### src/nfhc_regs.svh
`ifndef NFHC_REGS_SVH
`define NFHC_REGS_SVH
// Command codes
`define NFHC_CMD_READ0 8'h00
`define NFHC_CMD_READ1 8'h01
`define NFHC_CMD_READ2 8'h50
`define NFHC_CMD_PROG_SETUP 8'h80
`define NFHC_CMD_PROG_EXEC 8'h10
`define NFHC_CMD_ERASE_SETUP 8'h60
`define NFHC_CMD_ERASE_EXEC 8'hd0
`define NFHC_CMD_STATUS 8'h70
`define NFHC_CMD_RESET 8'hff
// Address layout
`define NFHC_ADDR_BITS 27
`define NFHC_ROW_TOP_MASK 8'h03
// Strobe phase length in clock cycles (40 ns each)
`define NFHC_PHASE_NS 40
`define NFHC_CLK_NS 40
`define NFHC_PHASE_CYC ((`NFHC_PHASE_NS + `NFHC_CLK_NS - 1) / `NFHC_CLK_NS)
// Wait from write strobe high to busy valid: 200 ns
`define NFHC_WB_NS 200
`define NFHC_WB_CYC ((`NFHC_WB_NS + `NFHC_CLK_NS - 1) / `NFHC_CLK_NS)
`define NFHC_CNT_W 4
`endif

### src/nfhc_pkg.sv
package nfhc_pkg;
	// Operation requested by the user side
	typedef enum logic [2:0] {
		NFHC_OP_CMD,
		NFHC_OP_READ,
		NFHC_OP_PROGRAM,
		NFHC_OP_ERASE,
		NFHC_OP_STATUS
	} nfhc_op_t;
endpackage

### src/nfhc_fifo_if.sv
`timescale 1ns/10ps
// Stream between FIFO and controller
interface nfhc_fifo_if #(parameter int WIDTH = 8);
	logic [WIDTH-1:0] data;
	logic valid;
	logic ready;
	modport src (output data, output valid, input ready);
	modport dst (input data, input valid, output ready);
endinterface

### src/nfhc_fifo.sv
`timescale 1ns/10ps
// ----------------------------------------
// Synchronous FIFO, width and depth parameters
// ----------------------------------------
module nfhc_fifo #(
	parameter int WIDTH = 8,
	parameter int DEPTH = 8
) (
	input wire logic clock_in,
	input wire logic rstn_in,
	nfhc_fifo_if.dst wr,
	nfhc_fifo_if.src rd
);
	localparam int AW = $clog2(DEPTH);
	logic [WIDTH-1:0] mem_reg [DEPTH]; // Storage
	logic [AW-1:0] wp_reg, wp_next; // Write pointer
	logic [AW-1:0] rp_reg, rp_next; // Read pointer
	logic [AW:0] cnt_reg, cnt_next; // Fill level
	logic ready_reg, ready_next; // Not-full flag, registered
	logic push, pop;

	// Full flag from a flop so the top-level ready is glitch free
	assign wr.ready = ready_reg;
	assign rd.valid = (cnt_reg != '0);
	assign rd.data = mem_reg[rp_reg];
	assign push = wr.valid && wr.ready;
	assign pop = rd.valid && rd.ready;

	// Pointer and level update
	always_comb begin
		wp_next = wp_reg;
		rp_next = rp_reg;
		cnt_next = cnt_reg;
		if (push) begin
			wp_next = (wp_reg == AW'(DEPTH - 1)) ? '0 : wp_reg + AW'(1);
		end
		if (pop) begin
			rp_next = (rp_reg == AW'(DEPTH - 1)) ? '0 : rp_reg + AW'(1);
		end
		if (push && !pop) begin
			cnt_next = cnt_reg + (AW+1)'(1);
		end else if (pop && !push) begin
			cnt_next = cnt_reg - (AW+1)'(1);
		end
		// Ready drops the cycle the last slot fills
		ready_next = (cnt_next != (AW+1)'(DEPTH));
	end

	// Registers
	always_ff @(posedge clock_in or negedge rstn_in) begin
		if (!rstn_in) begin
			wp_reg <= '0;
			rp_reg <= '0;
			cnt_reg <= '0;
			ready_reg <= 1'b1;
		end else begin
			wp_reg <= wp_next;
			rp_reg <= rp_next;
			cnt_reg <= cnt_next;
			ready_reg <= ready_next;
		end
	end

	// Storage has no reset; only written on push
	always_ff @(posedge clock_in) begin
		if (push) begin
			mem_reg[wp_reg] <= wr.data;
		end
	end
endmodule

### src/nfhc_host.sv
`timescale 1ns/10ps
// Function
// (RULE1) Command byte latched with command strobe high
// (RULE2) Address bytes latched with location strobe high
// (RULE3) All bytes taken on write strobe rise
// (RULE4) Chip select high aborts a read
// (RULE5) Chip select ignored while program/erase busy
// (RULE6) Each output strobe fall gives next byte
// (RULE7) Device floats port when deselected
// (RULE8) Write-protect low blocks program and erase
// (RULE9) Ready/busy low during program, erase, read
// (RULE10) Open-drain busy line, host pulls up
// (RULE11) Program page once, spare twice per erase
// (RULE12) Never program or erase invalid blocks
// (RULE13) Read/program: column plus three row bytes
// (RULE14) Erase: setup, three row bytes, execute
// (RULE15) Data bytes with both latch strobes low
// (RULE16) Program 200-500 us, erase 2-3 ms busy
`include "nfhc_regs.svh"
module nfhc_host #(
	parameter int DEPTH = 8
) (
	input wire logic clock_in,
	input wire logic rstn_in,
	// User request port
	input wire logic req_valid_in,
	input wire logic [2:0] req_op_in,
	input wire logic [7:0] req_cmd_in,
	input wire logic [`NFHC_ADDR_BITS-1:0] req_addr_in,
	input wire logic [9:0] req_len_in,
	output logic req_ready_out,
	output logic done_out,
	// Write data stream into FIFO
	input wire logic wdata_valid_in,
	input wire logic [7:0] wdata_in,
	output logic wdata_ready_out,
	// Read data stream out
	output logic rdata_valid_out,
	output logic [7:0] rdata_out,
	// Card pins
	output logic cmd_latch_out,
	output logic loc_latch_out,
	output logic chip_sel_n_out,
	output logic write_strobe_n_out,
	output logic output_strobe_n_out,
	output logic write_protect_n_out,
	input wire logic [7:0] shared_byte_port_in,
	output logic [7:0] shared_byte_port_out,
	output logic shared_byte_port_oe_out,
	input wire logic ready_busy_in
);
	// ----------------------------------------
	// Types and state
	// ----------------------------------------
	typedef enum logic [3:0] {
		S_IDLE, S_CMD, S_ADDR, S_WDATA, S_CMD2, S_WAIT_WB, S_WAIT_RDY, S_RDATA, S_DONE
	} nfhc_state_t;

	nfhc_state_t st_reg, st_next;
	logic [`NFHC_CNT_W-1:0] cnt_reg, cnt_next; // Phase / wait counter
	logic ph_reg, ph_next; // 0 = strobe low half, 1 = high half
	logic [2:0] op_reg, op_next; // Latched operation
	logic [7:0] cmd_reg, cmd_next; // Latched first command
	logic [`NFHC_ADDR_BITS-1:0] addr_reg, addr_next;
	logic [1:0] abyte_reg, abyte_next; // Address byte index
	logic [9:0] len_reg, len_next; // Remaining data bytes
	logic cle_reg, cle_next, ale_reg, ale_next, cs_n_reg, cs_n_next;
	logic we_n_reg, we_n_next, re_n_reg, re_n_next, wp_n_reg, wp_n_next;
	logic [7:0] dout_reg, dout_next;
	logic oe_reg, oe_next;
	logic rdy_reg, rdy_next, done_reg, done_next;
	logic rv_reg, rv_next;
	logic [7:0] rd_reg, rd_next;

	nfhc_fifo_if #(.WIDTH(8)) fin();
	nfhc_fifo_if #(.WIDTH(8)) fout();

	// ----------------------------------------
	// Write data buffer
	// ----------------------------------------
	assign fin.data = wdata_in;
	assign fin.valid = wdata_valid_in;
	nfhc_fifo #(.WIDTH(8), .DEPTH(DEPTH)) u_fifo (
		.clock_in(clock_in),
		.rstn_in(rstn_in),
		.wr(fin),
		.rd(fout)
	);

	// Address byte select for the cycle index
	function automatic logic [7:0] addr_byte(input logic [`NFHC_ADDR_BITS-1:0] a,
		input logic [1:0] i, input logic erase);
		logic [1:0] k;
		logic [7:0] b;
		k = erase ? i + 2'd1 : i; // Erase skips column byte
		case (k)
			2'd0: b = a[7:0];
			2'd1: b = a[16:9];
			2'd2: b = a[24:17];
			default: b = {6'h00, a[26:25]} & `NFHC_ROW_TOP_MASK; // Upper bits low
		endcase
		return b;
	endfunction

	// ----------------------------------------
	// Sequencer next state
	// ----------------------------------------
	always_comb begin
		logic phase_end;
		logic is_erase;
		phase_end = (cnt_reg == `NFHC_CNT_W'(`NFHC_PHASE_CYC - 1));
		is_erase = (op_reg == 3'(nfhc_pkg::NFHC_OP_ERASE));
		st_next = st_reg;
		cnt_next = phase_end ? '0 : cnt_reg + `NFHC_CNT_W'(1);
		ph_next = ph_reg;
		op_next = op_reg;
		cmd_next = cmd_reg;
		addr_next = addr_reg;
		abyte_next = abyte_reg;
		len_next = len_reg;
		cle_next = 1'b0;
		ale_next = 1'b0;
		cs_n_next = cs_n_reg;
		we_n_next = we_n_reg;
		re_n_next = 1'b1;
		wp_n_next = wp_n_reg;
		dout_next = dout_reg;
		oe_next = 1'b0;
		rdy_next = 1'b0;
		done_next = 1'b0;
		rv_next = 1'b0;
		rd_next = rd_reg;
		fout.ready = 1'b0;
		case (st_reg)
			S_IDLE: begin
				rdy_next = 1'b1;
				cs_n_next = 1'b1;
				we_n_next = 1'b1;
				cnt_next = '0;
				ph_next = 1'b0;
				if (req_valid_in && rdy_reg) begin
					rdy_next = 1'b0;
					op_next = req_op_in;
					len_next = req_len_in;
					// Row used as given: caller keeps the bad-block list and erases first
					addr_next = req_addr_in; // RULE11 RULE12
					abyte_next = '0;
					cs_n_next = 1'b0;
					// Protect lifted only for program and erase
					wp_n_next = (req_op_in == 3'(nfhc_pkg::NFHC_OP_PROGRAM)) ||
						(req_op_in == 3'(nfhc_pkg::NFHC_OP_ERASE)); // RULE8
					case (req_op_in)
						3'(nfhc_pkg::NFHC_OP_READ): cmd_next = req_cmd_in;
						3'(nfhc_pkg::NFHC_OP_PROGRAM): cmd_next = `NFHC_CMD_PROG_SETUP;
						3'(nfhc_pkg::NFHC_OP_ERASE): cmd_next = `NFHC_CMD_ERASE_SETUP;
						3'(nfhc_pkg::NFHC_OP_STATUS): cmd_next = `NFHC_CMD_STATUS;
						default: cmd_next = req_cmd_in;
					endcase
					st_next = S_CMD;
				end
			end
			S_CMD, S_CMD2: begin
				// Command strobe high across the whole write pulse
				cle_next = 1'b1; // RULE1
				oe_next = 1'b1;
				dout_next = (st_reg == S_CMD2) ? (is_erase ? `NFHC_CMD_ERASE_EXEC :
					`NFHC_CMD_PROG_EXEC) : cmd_reg;
				// Low in phase 0, rises at the phase 1 edge while the latch stays up
				we_n_next = ph_reg; // RULE3
				if (phase_end) begin
					ph_next = ~ph_reg;
					if (ph_reg) begin
						if (st_reg == S_CMD2) begin
							st_next = S_WAIT_WB;
						end else if (op_reg == 3'(nfhc_pkg::NFHC_OP_CMD) ||
							op_reg == 3'(nfhc_pkg::NFHC_OP_STATUS)) begin
							st_next = (op_reg == 3'(nfhc_pkg::NFHC_OP_STATUS)) ?
								S_RDATA : S_WAIT_WB; // RULE14
						end else begin
							st_next = S_ADDR;
						end
					end
				end
			end
			S_ADDR: begin
				ale_next = 1'b1; // RULE2
				oe_next = 1'b1;
				dout_next = addr_byte(addr_reg, abyte_reg, is_erase); // RULE13
				we_n_next = ph_reg;
				if (phase_end) begin
					ph_next = ~ph_reg;
					if (ph_reg) begin
						abyte_next = abyte_reg + 2'd1;
						// Four bytes for page ops, three for erase
						if (abyte_reg == (is_erase ? 2'd2 : 2'd3)) begin // RULE14
							if (is_erase) begin
								st_next = S_CMD2;
							end else if (op_reg == 3'(nfhc_pkg::NFHC_OP_PROGRAM)) begin
								st_next = S_WDATA;
							end else begin
								st_next = S_WAIT_WB;
							end
						end
					end
				end
			end
			S_WDATA: begin
				// Both latch strobes low, output strobe high
				oe_next = 1'b1; // RULE15
				dout_next = fout.data;
				// Stall the strobe low phase until a byte is buffered
				if (!ph_reg && !fout.valid) begin
					cnt_next = '0;
					we_n_next = 1'b1;
				end else begin
					we_n_next = ph_reg;
				end
				if (phase_end && (ph_reg || fout.valid)) begin
					ph_next = ~ph_reg;
					if (ph_reg) begin
						fout.ready = 1'b1;
						len_next = len_reg - 10'd1;
						if (len_reg == 10'd1) begin
							st_next = S_CMD2;
						end
					end
				end
			end
			S_WAIT_WB: begin
				// Busy may not show until this delay passes
				we_n_next = 1'b1;
				if (cnt_reg == `NFHC_CNT_W'(`NFHC_WB_CYC - 1)) begin
					cnt_next = '0;
					st_next = S_WAIT_RDY;
				end else begin
					cnt_next = cnt_reg + `NFHC_CNT_W'(1);
				end
			end
			S_WAIT_RDY: begin
				// Busy line sampled any time, select kept low
				cnt_next = '0;
				ph_next = 1'b0;
				if (ready_busy_in) begin // RULE9 RULE10
					st_next = (op_reg == 3'(nfhc_pkg::NFHC_OP_READ) && len_reg != '0) ?
						S_RDATA : S_DONE;
				end
			end
			S_RDATA: begin
				// Output strobe low half then high half
				re_n_next = ph_reg; // RULE6
				we_n_next = 1'b1;
				if (phase_end) begin
					ph_next = ~ph_reg;
					if (ph_reg) begin
						// Sample data at end of low phase
						rd_next = shared_byte_port_in;
						rv_next = 1'b1;
						len_next = len_reg - 10'd1;
						if (len_reg <= 10'd1) begin
							st_next = S_DONE;
						end
					end
				end
			end
			S_DONE: begin
				// Deselect; ends a read early, harmless after busy
				cs_n_next = 1'b1; // RULE4 RULE5 RULE7
				wp_n_next = 1'b0;
				done_next = 1'b1;
				st_next = S_IDLE;
			end
			default: st_next = S_IDLE;
		endcase
	end

	// ----------------------------------------
	// State registers
	// ----------------------------------------
	always_ff @(posedge clock_in or negedge rstn_in) begin
		if (!rstn_in) begin
			st_reg <= S_IDLE;
			cnt_reg <= '0;
			ph_reg <= 1'b0;
			op_reg <= '0;
			cmd_reg <= '0;
			addr_reg <= '0;
			abyte_reg <= '0;
			len_reg <= '0;
			cle_reg <= 1'b0;
			ale_reg <= 1'b0;
			cs_n_reg <= 1'b1;
			we_n_reg <= 1'b1;
			re_n_reg <= 1'b1;
			wp_n_reg <= 1'b0;
			dout_reg <= '0;
			oe_reg <= 1'b0;
			rdy_reg <= 1'b0;
			done_reg <= 1'b0;
			rv_reg <= 1'b0;
			rd_reg <= '0;
		end else begin
			st_reg <= st_next;
			cnt_reg <= cnt_next;
			ph_reg <= ph_next;
			op_reg <= op_next;
			cmd_reg <= cmd_next;
			addr_reg <= addr_next;
			abyte_reg <= abyte_next;
			len_reg <= len_next;
			cle_reg <= cle_next;
			ale_reg <= ale_next;
			cs_n_reg <= cs_n_next;
			we_n_reg <= we_n_next;
			re_n_reg <= re_n_next;
			wp_n_reg <= wp_n_next;
			dout_reg <= dout_next;
			oe_reg <= oe_next;
			rdy_reg <= rdy_next;
			done_reg <= done_next;
			rv_reg <= rv_next;
			rd_reg <= rd_next;
		end
	end

	// ----------------------------------------
	// Outputs straight from flops
	// ----------------------------------------
	assign req_ready_out = rdy_reg;
	assign done_out = done_reg;
	assign wdata_ready_out = fin.ready;
	assign rdata_valid_out = rv_reg;
	assign rdata_out = rd_reg;
	assign cmd_latch_out = cle_reg;
	assign loc_latch_out = ale_reg;
	assign chip_sel_n_out = cs_n_reg;
	assign write_strobe_n_out = we_n_reg;
	assign output_strobe_n_out = re_n_reg;
	assign write_protect_n_out = wp_n_reg;
	assign shared_byte_port_out = dout_reg;
	assign shared_byte_port_oe_out = oe_reg;
endmodule

### config.mk
export PLATFORM = sky130hd
export DESIGN_NAME = nfhc_host
export DESIGN_NICKNAME = d
export VERILOG_FILES = /design/src/nfhc_pkg.sv /design/src/nfhc_fifo_if.sv /design/src/nfhc_fifo.sv /design/src/nfhc_host.sv
export VERILOG_INCLUDE_DIRS = /design/src /design/src/src
export SDC_FILE = /design/constraint.sdc
export NUM_CORES = 1
export LEC_CHECK = 0
export ABC_AREA = 1
export BUFFER_PORTS_ARGS = -buffer_cell sky130_fd_sc_hd__buf_2
export CORE_MARGIN = 3
export CORE_UTILIZATION = 45
export CTS_BUF_LIST = sky130_fd_sc_hd__clkbuf_8
export CTS_CLUSTER_SIZE = 20
export DETAILED_ROUTE_END_ITERATION = 12
export SLEW_MARGIN = 40
export SYNTH_ARGS = -nofsm -noshare
export SYNTH_HDL_FRONTEND = slang
export SYNTH_SLANG_ARGS = --single-unit
### constraint.sdc
create_clock -name clock_in -period 4.6 [get_ports clock_in]
set_input_delay 0.23 -clock clock_in [delete_from_list [all_inputs] [get_ports clock_in]]
set_output_delay 0.23 -clock clock_in [all_outputs]
set_load 0.05 [all_outputs]
==> impl_metrics.ini <==
[run_status]
outcome = finished, final reports clean

[placement]
dp.final_hpwl_mm = 12.2
port_buffers = 94
dp.cells = 1198
place_congestion = 0.809

[floorplan]
die-width_um = 138
core.rowCount = 47
start_util = 0.466
ios = 96
core_area_um2 = 16800
fp.dieH_um = 138
dieArea_um2 = 19000

[critical_path]
reg2regPathDepth = 8
worstPathCellList = nor2_1 > nand2_2 > nor2_2 > buf_4 > inv_2 > nor2_2 > o21ai_0 > nand2_1
crit_type = flop to flop
worst-endpoint-required_ps = 4990
cp-end-kind = flop
r2r_setup_slack_ps = 2240
crit_top_cell = nor2_2
critical_path.top_delay_family = simple AND/OR/NAND/NOR gates
r2r-start = st_reg[0]$_DFFE_PN0P_
startpoint_type = flop
critPathBufInv = 2
crit_arrival_ps = 2750
crit_fanout = 40
slowest_stage = dfrtp_1
max_stage_delay_ps = 550
r2r_end = cmd_reg[7]$_DFFE_PN0P_

[worst_hold_path]
hp-class = primary input to flop
hp-start = wdata_in[1]
min_path_cells = 1
min_to = u_fifo.mem_reg[5][1]$_DFFE_PP_

[run]
maxCapViolCount = 0

[synth]
syn_avg_cell_area_um2 = 8.66
synth-async-reset-ratio = 0.597
syn_inst = 904
synth-warning-count = 0
synth_seq_cells = 159
synth_area_um2 = 7830
ys_seq_area_frac = 0.550
synth_xor_area_frac = 0.0101
yosysUniqueCellTypes = 45
yosys.area_share.simple = 0.287
synthAdderAreaFrac = 0.0192
synthFlopType = dfrtp_1
synth_top_family_by_area = simple AND/OR/NAND/NOR gates
synth_compound_area_frac = 0.0550
muxShareOfSynthArea = 0.0115
syn_nets = 985
synth_edf_count = 64

[sta]
setup_violations = 0
rsz0062_at_grt = no
clock_skew_ps = 13.8
finalHoldViolations = 0
finalCritPeriodShare = 0.513
slew_violations = 0
tns_ps = 0
tightest_slew_ps = 752
slew_headroom = 0.497
finalCriticalPeriod_ps = 2360
max_freq_mhz = 424
whs_ps = 37.9

[global_routing]
antenna_found_initial = 1
grt_pass1_wl_mm = 29.5
track_usage = 0.201
grt_max_degree = 59
grt_pass1_vias = 5912
grt_overflow = 0

[cells_and_area]
drive_gt1_frac = 0.190
diodes = 0
largest_reg_flops = 64
fin_util = 0.554
syn_to_final_growth_pct = 18.9
layout.nets = 1113
layout.cells.non_filler = 1265

[cts]
cts_tree = yes
htree_levels = 4
cts_buffers = 17
cts_setup_buffers = 0
clk-insertion-delay-late_ps = 460
clk_pin_slew_worst_paths_ps = 80
cts_root_buf = clkbuf_8
clockBufferDepth = 2
cts_sinks = 159

[detailed_routing]
remaining_drc_errors = 0
viasPerCell = 4.89
wire_per_inst_um = 14.2
drt_iter0_markers = 377
wirelength_mm = 18.0
via_count = 6180
drtPass1Iterations = 6
drtAntennaViolNets = 0

[power]
irDropWorstVdd_uv = 435
power.total_uw = 6000
power.leakage_uw = 0.00449
power_density_nw_per_um2 = 645
==> stage by stage <==
step | setup slack (ps) | cell area [um2]
2_1_floorplan | 2740 | 7830
3_3_place_gp | 2300 | 8490
3_5_place_dp | 2290 | 8510
4_1_cts | 2240 | 9310
5_1_grt | 2020 | 9320
6_report | 2240 | 9320
==> worst reg2reg max path: stages (launching register included) <==
cell and delay [ps]:
dfrtp_1 550, nor2_1 200, nand2_2 140, nor2_2 100, buf_4 360, inv_2 360
nor2_2 370, o21ai_0 150, nand2_1 70
==> synthesized netlist by cell type, types with 2 or more instances <==
| library cell | count | area, um2 |
|---|---|---|
| o21ai_0 | 36 | 180 |
| nand2_2 | 6 | 37.5 |
| nor2_1 | 69 | 259 |
| buf_4 | 2 | 15.0 |
| mux2_2 | 8 | 90.1 |
| nand3_1 | 97 | 485 |
| nor2_4 | 7 | 78.8 |
| nor3_1 | 5 | 25.0 |
| nand3_2 | 3 | 30.0 |
| nor2_2 | 9 | 56.3 |
| inv_1 | 98 | 368 |
| nand4_1 | 7 | 43.8 |
| a21oi_1 | 16 | 80.1 |
| dfrtp_1 | 91 | 2280 |
| o21ai_2 | 2 | 17.5 |
| or2_2 | 7 | 43.8 |
| xor2_1 | 7 | 61.3 |
| nand2_4 | 4 | 45.0 |
| ha_1 | 12 | 150 |
| clkbuf_1 | 10 | 37.5 |
| dfstp_2 | 4 | 105 |
| inv_2 | 11 | 41.3 |
| nand2_1 | 290 | 1090 |
| o211ai_1 | 2 | 15.0 |
| o21ai_1 | 5 | 25.0 |
| edfxtp_1 | 64 | 1920 |
| xnor2_1 | 2 | 17.5 |
| a32o_1 | 4 | 40.0 |
| buf_2 | 10 | 50.1 |
==> area by class of cell <==
type,count,area [um2]
clock inverters,15,219
clock buffers,17,234
inverters,110,413
fillers,1566,7500
repair buffers,133,857
multi-input cells,611,3010
flip-flops and latches,159,4300
well taps,220,275
==> per-layer routing <==
layer / part of all wire / up-vias / global-route usage
li1: - / 3177 / -
met1: 0.46 / 2865 / 0.281
met2: 0.47 / 112 / 0.316
met3: 0.046 / 24 / 0.0461
met4: 0.015 / 2 / 0.0571
met5: 0.00039 / - / 0
==> kinds of logic after synthesis <==
kind of cell | after synthesis
xor+xnor | 9
fa+ha+maj | 12
flops | 159
simple gates | 508
buf+inv | 134
mux | 8
compound gates | 74
==> report_power, final <==
part	internal, uW	switching, uW	total, uW
clock network	643	529	1170
registers	1930	306	2230
logic	809	1790	2600
==> cell usage in the layout, fill, tap and decap left out, drive strengths merged <==
cell type,count
o21a,1
nand2,300
a2bb2oi,1
nor3,5
a22oi,1
nand3,101
o21ai,43
clkinv,4
nand3b,1
dfrtp,91
buf,98
a21oi,16
nor2,85
clkbuf,17
o211ai,3
dlygate4sd3,35
xnor2,2
mux2,8
inv,111
bufinv,5
ha,12
edfxtp,64
xor2,7
a31oi,1
a21boi,1
o22ai,1
a41oi,1
a32o,4
dfstp,4
nand4,8
o21bai,1
or2,8
clkinvlp,5
==> how the worst max path moves through the flow <==
stage / start / endpoint / slack (ps) / cells after the start
6_report: st_reg[0]$_DFFE_PN0P_ / cmd_reg[7]$_DFFE_PN0P_ / 2240 / 8
5_1_grt: st_reg[0]$_DFFE_PN0P_ / cmd_reg[7]$_DFFE_PN0P_ / 2020 / 8
4_1_cts: st_reg[0]$_DFFE_PN0P_ / cmd_reg[7]$_DFFE_PN0P_ / 2240 / 8
3_5_place_dp: st_reg[0]$_DFFE_PN0P_ / cmd_reg[7]$_DFFE_PN0P_ / 2290 / 8
3_3_place_gp: st_reg[0]$_DFFE_PN0P_ / cmd_reg[7]$_DFFE_PN0P_ / 2300 / 8
2_1_floorplan: u_fifo.wr.ready$_DFF_PN1_ / u_fifo.mem_reg[0][0]$_DFFE_PP_ / 2740 / 4
==> what timing repair did <==
action,in CTS,in global routing
gates resized for setup,0,0
hold buffers,35,0
hold endpoints to repair,91,0
Power figures use the tool's default switching activity.
